<file path="src/logic/fcus_cfg.svh">
// Constants of the flash command unlock sequencer: offsets, codes, reset values.
// Assumes a 16-bit register address space and 8-bit register data.
`ifndef FCUS_CFG_SVH
`define FCUS_CFG_SVH

// ------------------------------------------------------------
// Register offsets
// ------------------------------------------------------------
`define FCUS_ADDR_CMD 16'h0FF8
`define FCUS_ADDR_SPROT 16'h0FF9
`define FCUS_ADDR_STATUS 16'h0FFA
`define FCUS_ADDR_LOT_LO 16'hFE3C
`define FCUS_ADDR_LOT_HI 16'hFE7D

// ------------------------------------------------------------
// Command codes and reset values
// ------------------------------------------------------------
`define FCUS_CODE_UNLOCK1 8'h73
`define FCUS_CODE_UNLOCK2 8'h8C
`define FCUS_CODE_PAGE_ERASE 8'h95
`define FCUS_CODE_MASS_ERASE 8'h63
`define FCUS_CODE_SPROT 8'h5E
`define FCUS_CMD_RESET 8'h00
`define FCUS_SPROT_RESET 8'h00

// ------------------------------------------------------------
// Status register field positions
// ------------------------------------------------------------
`define FCUS_ST_UNLOCKED 0
`define FCUS_ST_FIRST 1
`define FCUS_ST_SPROT_OPEN 2

`endif

</file>
<file path="src/logic/fcus_pkg.sv">
// Types shared by the flash command unlock sequencer.
// Assumes fcus_cfg.svh is compiled alongside for the numeric constants.
package fcus_pkg;

    // ------------------------------------------------------------
    // Register port request
    // ------------------------------------------------------------
    typedef struct packed {
        logic [15:0] addr;
        logic [7:0] wdata;
        logic wr;
        logic rd;
    } fcus_bus_t;

    // ------------------------------------------------------------
    // Decoded command and sequencer states
    // ------------------------------------------------------------
    typedef enum logic [2:0] {
        FCUS_CMD_UNLOCK1,
        FCUS_CMD_UNLOCK2,
        FCUS_CMD_PAGE_ERASE,
        FCUS_CMD_MASS_ERASE,
        FCUS_CMD_SPROT,
        FCUS_CMD_OTHER
    } fcus_cmd_t;

    typedef enum logic [1:0] {
        FCUS_LOCKED,
        FCUS_FIRST_SEEN,
        FCUS_UNLOCKED
    } fcus_state_t;

endpackage

</file>
<file path="src/logic/fcus_cmd_dec.sv">
// Command byte decoder for the flash command unlock sequencer.
// Assumes the byte is only meaningful while a command register write is present.
`timescale 1ns/1ps
`include "fcus_cfg.svh"

module fcus_cmd_dec
    import fcus_pkg::*;
(
    input wire logic [7:0] code,
    output fcus_cmd_t cmd
);
    always_comb begin
        case (code)
            `FCUS_CODE_UNLOCK1: cmd = FCUS_CMD_UNLOCK1;
            `FCUS_CODE_UNLOCK2: cmd = FCUS_CMD_UNLOCK2;
            `FCUS_CODE_PAGE_ERASE: cmd = FCUS_CMD_PAGE_ERASE;
            `FCUS_CODE_MASS_ERASE: cmd = FCUS_CMD_MASS_ERASE;
            `FCUS_CODE_SPROT: cmd = FCUS_CMD_SPROT;
            default: cmd = FCUS_CMD_OTHER;
        endcase
    end
endmodule // fcus_cmd_dec

</file>
<file path="src/logic/fcus_lot_rom.sv">
// Randomized lot identifier lookup in the information page.
// Assumes the 32 identifier bytes arrive as one 256-bit word, byte 0 in the low bits.
`timescale 1ns/1ps

module fcus_lot_rom (
    input wire logic [255:0] lot_id,
    input wire logic [15:0] addr,
    output logic hit,
    output logic [7:0] data
);
    // Byte 31 at the first entry down to byte 0 at the last; the map has gaps.
    localparam logic [7:0] LOT_MAP [32] = '{
        8'h3C, 8'h3D, 8'h3E, 8'h3F, 8'h58, 8'h59, 8'h5A, 8'h5B,
        8'h5C, 8'h5D, 8'h5E, 8'h5F, 8'h61, 8'h62, 8'h64, 8'h65,
        8'h67, 8'h68, 8'h6A, 8'h6B, 8'h6D, 8'h6E, 8'h70, 8'h71,
        8'h73, 8'h74, 8'h76, 8'h77, 8'h79, 8'h7A, 8'h7C, 8'h7D
    };

    always_comb begin
        hit = 1'b0;
        data = 8'h00;
        for (int i = 0; i < 32; i++) begin
            if (addr == {8'hFE, LOT_MAP[i]}) begin
                hit = 1'b1;
                data = lot_id[8*(31-i) +: 8];
            end
        end
    end
endmodule // fcus_lot_rom

</file>
<file path="src/logic/fcus_top.sv">
// Flash command unlock sequencer: command register, unlock state machine,
// erase start pulses, sector protect register and lot identifier reads.
// Assumes a register master that drives one-cycle strobes synchronous to clock
// and a flash array that latches the erase pulses and the page number itself.
//
// The strobed register port is this design's own decision.
`timescale 1ns/1ps
`include "fcus_cfg.svh"

module fcus_top
    import fcus_pkg::*;
#(
    // Arbitrary lot identifier value; a real part fuses its own.
    parameter logic [255:0] LOT_ID = {8{32'h5A5A_C3C3}}
) (
    input wire logic clock,
    input wire logic rst_b,
    input fcus_bus_t bus_req,
    input wire logic [6:0] page_select,
    output logic [7:0] rd_data_r,
    output logic page_erase_go_r,
    output logic mass_erase_go_r,
    output logic [6:0] erase_page_r,
    output logic [7:0] sector_protect_r,
    output logic unlocked_r
);

    // ------------------------------------------------------------
    // Decode
    // ------------------------------------------------------------
    fcus_cmd_t cmd;
    logic lot_hit;
    logic [7:0] lot_data;
    logic cmd_wr;
    logic sprot_wr;

    fcus_cmd_dec u_dec (
        .code(bus_req.wdata),
        .cmd(cmd)
    );

    fcus_lot_rom u_lot (
        .lot_id(LOT_ID),
        .addr(bus_req.addr),
        .hit(lot_hit),
        .data(lot_data)
    );

    assign cmd_wr = bus_req.wr && (bus_req.addr == `FCUS_ADDR_CMD);
    assign sprot_wr = bus_req.wr && (bus_req.addr == `FCUS_ADDR_SPROT);

    // ------------------------------------------------------------
    // Unlock sequence
    // ------------------------------------------------------------
    fcus_state_t state_r;
    fcus_state_t state_nxt;
    logic [7:0] cmd_code_r;
    logic [7:0] cmd_code_nxt;
    logic page_erase_go_nxt;
    logic mass_erase_go_nxt;
    logic [6:0] erase_page_nxt;
    logic unlocked_nxt;
    logic sprot_open_r;
    logic sprot_open_nxt;

    // The command register is write-only; the last code is kept only
    // so that the decode is visible on a waveform, never read back.
    always_comb begin
        state_nxt = state_r;
        cmd_code_nxt = cmd_code_r;
        page_erase_go_nxt = 1'b0;
        mass_erase_go_nxt = 1'b0;
        erase_page_nxt = erase_page_r;
        sprot_open_nxt = sprot_open_r;
        if (cmd_wr) begin
            cmd_code_nxt = bus_req.wdata;
            // Any command other than the protect-access code closes access,
            // so a stray write cannot leave protection editable.
            sprot_open_nxt = 1'b0;
            state_nxt = FCUS_LOCKED;
            case (state_r)
                FCUS_LOCKED: begin
                    if (cmd == FCUS_CMD_UNLOCK1) begin
                        state_nxt = FCUS_FIRST_SEEN;
                    end
                end
                FCUS_FIRST_SEEN: begin
                    if (cmd == FCUS_CMD_UNLOCK2) begin
                        state_nxt = FCUS_UNLOCKED;
                    end
                end
                FCUS_UNLOCKED: begin
                    if (cmd == FCUS_CMD_PAGE_ERASE) begin
                        page_erase_go_nxt = 1'b1;
                        erase_page_nxt = page_select;
                    end
                    if (cmd == FCUS_CMD_MASS_ERASE) begin
                        mass_erase_go_nxt = 1'b1;
                    end
                end
                default: state_nxt = FCUS_LOCKED;
            endcase
            if (cmd == FCUS_CMD_SPROT) begin
                sprot_open_nxt = 1'b1;
            end
        end
        unlocked_nxt = (state_nxt == FCUS_UNLOCKED);
    end

    always_ff @(posedge clock or negedge rst_b) begin
        if (!rst_b) begin
            state_r <= FCUS_LOCKED;
            cmd_code_r <= `FCUS_CMD_RESET;
            page_erase_go_r <= 1'b0;
            mass_erase_go_r <= 1'b0;
            erase_page_r <= 7'h00;
            sprot_open_r <= 1'b0;
            unlocked_r <= 1'b0;
        end else begin
            state_r <= state_nxt;
            cmd_code_r <= cmd_code_nxt;
            page_erase_go_r <= page_erase_go_nxt;
            mass_erase_go_r <= mass_erase_go_nxt;
            erase_page_r <= erase_page_nxt;
            sprot_open_r <= sprot_open_nxt;
            unlocked_r <= unlocked_nxt;
        end
    end

    // ------------------------------------------------------------
    // Sector protect register and read port
    // ------------------------------------------------------------
    logic [7:0] sector_protect_nxt;
    logic [7:0] rd_data_nxt;
    logic [7:0] status_byte;

    // The status byte is a software aid only, so that firmware can follow the
    // sequence although the command register itself cannot be read back.
    assign status_byte = {5'h00, sprot_open_r, state_r == FCUS_FIRST_SEEN, unlocked_r};

    // Read data are a one-cycle registered pulse that falls back to zero, so a
    // master that samples late sees zero rather than stale data. Unmapped and
    // write-only addresses read as zero for the same reason.
    always_comb begin
        sector_protect_nxt = sector_protect_r;
        if (sprot_wr && sprot_open_r) begin
            sector_protect_nxt = bus_req.wdata;
        end
        rd_data_nxt = 8'h00;
        if (bus_req.rd) begin
            if (lot_hit) begin
                rd_data_nxt = lot_data;
            end else if (bus_req.addr == `FCUS_ADDR_SPROT && sprot_open_r) begin
                rd_data_nxt = sector_protect_r;
            end else if (bus_req.addr == `FCUS_ADDR_STATUS) begin
                rd_data_nxt = status_byte;
            end
        end
    end

    always_ff @(posedge clock or negedge rst_b) begin
        if (!rst_b) begin
            sector_protect_r <= `FCUS_SPROT_RESET;
            rd_data_r <= 8'h00;
        end else begin
            sector_protect_r <= sector_protect_nxt;
            rd_data_r <= rd_data_nxt;
        end
    end
endmodule // fcus_top

</file>
<file path="config.mk">
export PLATFORM = sky130hd
export DESIGN_NAME = fcus_top
export DESIGN_NICKNAME = d
export VERILOG_FILES = /design/src/logic/fcus_pkg.sv /design/src/logic/fcus_cmd_dec.sv /design/src/logic/fcus_lot_rom.sv /design/src/logic/fcus_top.sv
export VERILOG_INCLUDE_DIRS = /design/src /design/src/logic
export SDC_FILE = /design/constraint.sdc
export NUM_CORES = 1
export LEC_CHECK = 0
export CAP_MARGIN = 40
export CELL_PAD_IN_SITES_DETAIL_PLACEMENT = 2
export CELL_PAD_IN_SITES_GLOBAL_PLACEMENT = 2
export CORE_MARGIN = 10
export CORE_UTILIZATION = 41
export CTS_BUF_LIST = sky130_fd_sc_hd__clkbuf_16
export DETAILED_ROUTE_END_ITERATION = 6
export DONT_BUFFER_PORTS = 1
export PLACE_DENSITY = 0.88
export SLEW_MARGIN = 40
export SYNTH_ARGS = -nofsm -noshare
export SYNTH_HDL_FRONTEND = slang
export SYNTH_HIERARCHICAL = 1
export SYNTH_SLANG_ARGS = --single-unit
</file>
<file path="constraint.sdc">
create_clock -name clock -period 2.9 [get_ports clock]
set_input_delay 0.145 -clock clock [delete_from_list [all_inputs] [get_ports clock]]
set_output_delay 0.145 -clock clock [all_outputs]
set_load 0.02 [all_outputs]
</file>
==> impl_metrics.ini, run 1 <==
[synthesis]
synth-seq-cells = 29
ys_async_sr_fraction = 1.00
synth_warnings = 6
avgSynthCellArea_sq_um = 7.70
synth-edff-count = 0
syn-cell-area_sq_um = 4510
synthDistinctLibCells = 91
netlist_instances = 585
ys_seq_area_frac = 0.161
synthFlopType = dfrtp_1

[floorplan]
die_w_microns = 125
floorplan.initialDensity = 0.417
rows = 38
die-height_microns = 125

[outcome]
error_line = [ERROR GPL-0301] Utilization 102.222 % exceeds 100%.
outcome = stopped before the end
haltStage = 3_1_place_gp_skip_io
Yosys cell counts, types with 4 or more instances:
| cell type | instances | share of area |
|---|---|---|
| inv_1 | 7 | 0.0058 |
| a22oi_1 | 11 | 0.018 |
| dfrtp_1 | 29 | 0.16 |
| a221oi_1 | 9 | 0.017 |
| nand2b_1 | 6 | 0.0083 |
| nor3_1 | 24 | 0.027 |
| a222oi_1 | 5 | 0.011 |
| mux4_2 | 7 | 0.035 |
| nor3_2 | 4 | 0.0089 |
| o31ai_1 | 4 | 0.0067 |
| nor2_1 | 67 | 0.056 |
| o211ai_1 | 8 | 0.013 |
| nor4_1 | 10 | 0.014 |
| nand4_1 | 12 | 0.017 |
| a31oi_1 | 4 | 0.0056 |
| mux2i_1 | 11 | 0.024 |
| nand2_1 | 58 | 0.048 |
| o221ai_1 | 6 | 0.012 |
| nor2b_1 | 8 | 0.011 |
| buf_2 | 8 | 0.0089 |
| nand4bb_1 | 5 | 0.012 |
| a211oi_1 | 6 | 0.010 |
| a21boi_0 | 6 | 0.010 |
| clkbuf_1 | 14 | 0.012 |
| o2111ai_1 | 6 | 0.012 |
| a21oi_1 | 39 | 0.043 |
| or3_1 | 6 | 0.0083 |
| buf_4 | 4 | 0.0067 |
| or4_1 | 4 | 0.0067 |
| mux2_2 | 25 | 0.062 |
| and3_1 | 4 | 0.0056 |
| nand3_1 | 19 | 0.021 |
| a2bb2oi_1 | 4 | 0.0078 |
| o22ai_1 | 14 | 0.019 |
| o21ai_0 | 38 | 0.042 |
cells by family after synthesis:
logic type             Yosys count  share of synthesized area
other                            2                    0.00167
buffers and inverters           37                     0.0383
AOI/OAI and AO/OA              201                      0.311
muxes                           47                      0.143
and+or+nand+nor                269                      0.345
DFF                             29                      0.161
==> inputs of run 2 (changes only) <==
--- a/config.mk
+++ b/config.mk
@@ -7,14 +7,11 @@
 export NUM_CORES = 1
 export LEC_CHECK = 0
 export CAP_MARGIN = 40
-export CELL_PAD_IN_SITES_DETAIL_PLACEMENT = 2
-export CELL_PAD_IN_SITES_GLOBAL_PLACEMENT = 2
 export CORE_MARGIN = 10
-export CORE_UTILIZATION = 41
-export CTS_BUF_LIST = sky130_fd_sc_hd__clkbuf_16
+export CORE_UTILIZATION = 34
 export DETAILED_ROUTE_END_ITERATION = 6
 export DONT_BUFFER_PORTS = 1
-export PLACE_DENSITY = 0.88
+export PLACE_DENSITY_LB_ADDON = 0.15
 export SLEW_MARGIN = 40
 export SYNTH_ARGS = -nofsm -noshare
 export SYNTH_HDL_FRONTEND = slang
==> run 2 against run 1 <==
Net effect:
- the flow now finishes without violations
- synthesized cell count is the same
- area after synthesis is the same
==> impl_metrics.ini, run 2 <==
[outcome]
outcome = completed

[synthesis]
synth-seq-cells = 29
ys_seq_area_frac = 0.161
syn-cell-area_sq_um = 4510
synthFlopType = dfrtp_1
synth_simple_gate_area_frac = 0.345
ys_async_sr_fraction = 1.00
synth-edff-count = 0
synth_top_family_by_area = simple AND/OR/NAND/NOR gates
synth_adder_area_share = 0
synth_top_area_frac = 0.161
avgSynthCellArea_sq_um = 7.70
synth.most_common_cell = nor2_1
synth_warnings = 6
synthDistinctLibCells = 91
synth_compound_area_frac = 0.311
synthTopCellsByCount = nor2_1, nand2_1, a21oi_1
netlist_instances = 585
synth_xor_area_frac = 0
ys_top_cells_by_area = dfrtp_1, mux2_2, nor2_1
synth_area_leader_cell = dfrtp_1
synthMuxAreaShare = 0.143

[clock_network]
clock_latency_ns = 0.28
cts_sinks = 29
cts_setup_buffers = 0
clk_path_buf_depth = 2
htree_levels = 2
root_buffer = clkbuf_16
cts_tree = yes
numCtsBuffers = 5
cts.clk_slew.worst_paths_ns = 0.05

[final_layout]
fill_cells = 1330
final_cell_mix = conb_1, nor2_1, nand2_1, buf_4, a21oi_1
drive_gt1_frac = 0.151
diodes = 0
reg.largest.list = rd_data_r x8, sector_protect_r x8, erase_page_r x7
final_area_sq_um = 6200
nNetsFinal = 923
multiInputGateArea_sq_um = 4600
layout_commonest_cell = conb_1
syn_to_final_growth_pct = 37.6
final-seq-area_sq_um = 726

[pwr]
power_w = 0.00113
power_density_nw_per_um2 = 182
irDropWorstVdd_mv = 0.261
p_leak_nw = 2.81

[detailed_routing]
finalWirelength_microns = 19100
wl_per_cell_microns = 18.0
drt_iter0_markers = 602
drc = 0
routed_via_density = 5.13
dr.pass1.iters = 5
num_vias = 5439
ant_nets = 0

[sta]
fin_crit_sh = 0.914
fmax_ghz = 0.377
finClkSkew_ns = 0.00381
hold_viol_final = 0
setup-violations-final = 0
report.final.slew_viol_count = 0
relSlewSlack = 0.595
tightest_slew_ns = 0.605
min_period_ns = 2.65
rsz0062_at_grt = no

[floorplan]
floorplan.initialDensity = 0.353
core_area_sq_um = 12800
die_w_microns = 135
rows = 41
die-height_microns = 135
ios = 61
dieArea_sq_um = 18300

[setup_path]
critPathSlowestCell = nor4_1
path_max_fanout = 11
crit_type = input port to flip-flop
end_kind = flip-flop
cp_common_cell = o211ai_1
cp_cell_sequence = and4b_1 > buf_4 > nand2_1 > nor3_2 > a41o_1 > a221o_1 > nor4_1 > o211ai_1 > o211ai_1 > o21ai_0 > nand3_1 > o31ai_1
arrival_ns = 2.81
crit_path_start_kind = input port
required_ns = 3.06
slowest_delay_ns = 0.57

[global_route]
grt_pass1_wl_microns = 29500
antenna_found_initial = 0
overflow = 0
grt_pass1_vias = 5099
track_usage = 0.203
grt_max_degree = 61

[place]
placed_area_sq_um = 6020
gp_congestion = 0.965
io_buffers = 0
place_hpwl_microns = 15500

[min_path]
hold_class = input port to flip-flop

[job]
cap_violations = 0
[run 2: kinds of logic (layout without fill, tap and decap cells)]
logic type             Yosys count  after routing
flip-flops                      29             29
buffers and inverters           37             76
multiplexers                    47             47
AND/OR/NAND/NOR                269            269
AO/OA/AOI/OAI                  201            201
other                            2            267
[run 2: report_power, final]
part           switching (W)  total [W]  internal [W]
sequential      0.0000000307   0.000405      0.000405
combinational       0.000132   0.000223     0.0000910
clock               0.000189   0.000502      0.000314
total               0.000321    0.00113      0.000810
[run 2: worst paths after layout]
path	from	end	slack, ns	cells past startpoint
setup / recovery	bus_req[19]	rd_data_r[1]$_DFF_PN0_	0.25	12
hold / removal	bus_req[0]	rd_data_r[5]$_DFF_PN0_	0.01	1
setup reg to reg	state_r[0]$_DFF_PN0_	erase_page_r[4]$_DFFE_PN0P_	1.06	4
hold reg to reg	sprot_open_r$_DFFE_PN0P_	sprot_open_r$_DFFE_PN0P_	0.58	1
max in group asynchronous	rst_b	rd_data_r[2]$_DFF_PN0_	2.40	2
min in group asynchronous	rst_b	page_erase_go_r$_DFF_PN0_	0.34	2
[run 2: what timing repair did]
action,CTS,global route
resized for setup,0,1
endpoints found under the hold margin,29,0
hold buffers,2,0
setup endpoints to repair,0,1
[run 2: worst max-delay path: cells and delay by family]
family                 cells  cell delay, ns
and+or+nand+nor            5            1.21
buffers and inverters      1            0.21
AOI/OAI and AO/OA          6            1.24
[run 2: area by class of cell]
type,instances,share of cell area
inverters,7,0.00424
clock inverters,3,0.00283
multi-input cells,784,0.743
repair buffers,61,0.0783
flip-flops and latches,29,0.117
clock buffers,5,0.0202
well taps,172,0.0347
[run 2: layer usage]
| metal | GRT usage | vias to the layer above | share of wire |
|---|---|---|---|
| met5 | 0 | - | 0 |
| met4 | 0.0455 | 0 | 0.016 |
| met3 | 0.0252 | 22 | 0.050 |
| met2 | 0.336 | 154 | 0.48 |
| met1 | 0.275 | 2570 | 0.45 |
| li1 | - | 2693 | - |
[run 2: metrics by stage]
| step | utilization | worst slack (ns) | TNS (ns) | hold WS (ns) | instances |
|---|---|---|---|---|---|
| after detailed placement | 0.472 | -0.0464 | -0.0464 | -0.150 | 1051 |
| after global placement | 0.472 | -0.0618 | -0.0618 | -0.150 | 1051 |
| after CTS | 0.485 | 0.239 | 0 | 0.00860 | 1061 |
| after floorplan | - | 0.467 | 0 | -0.151 | 850 |
| after global routing | 0.485 | 0.0814 | 0 | 0.00919 | 1061 |
| final | 0.485 | 0.249 | 0 | 0.0126 | 1061 |
(Power assumes the default switching activity.)
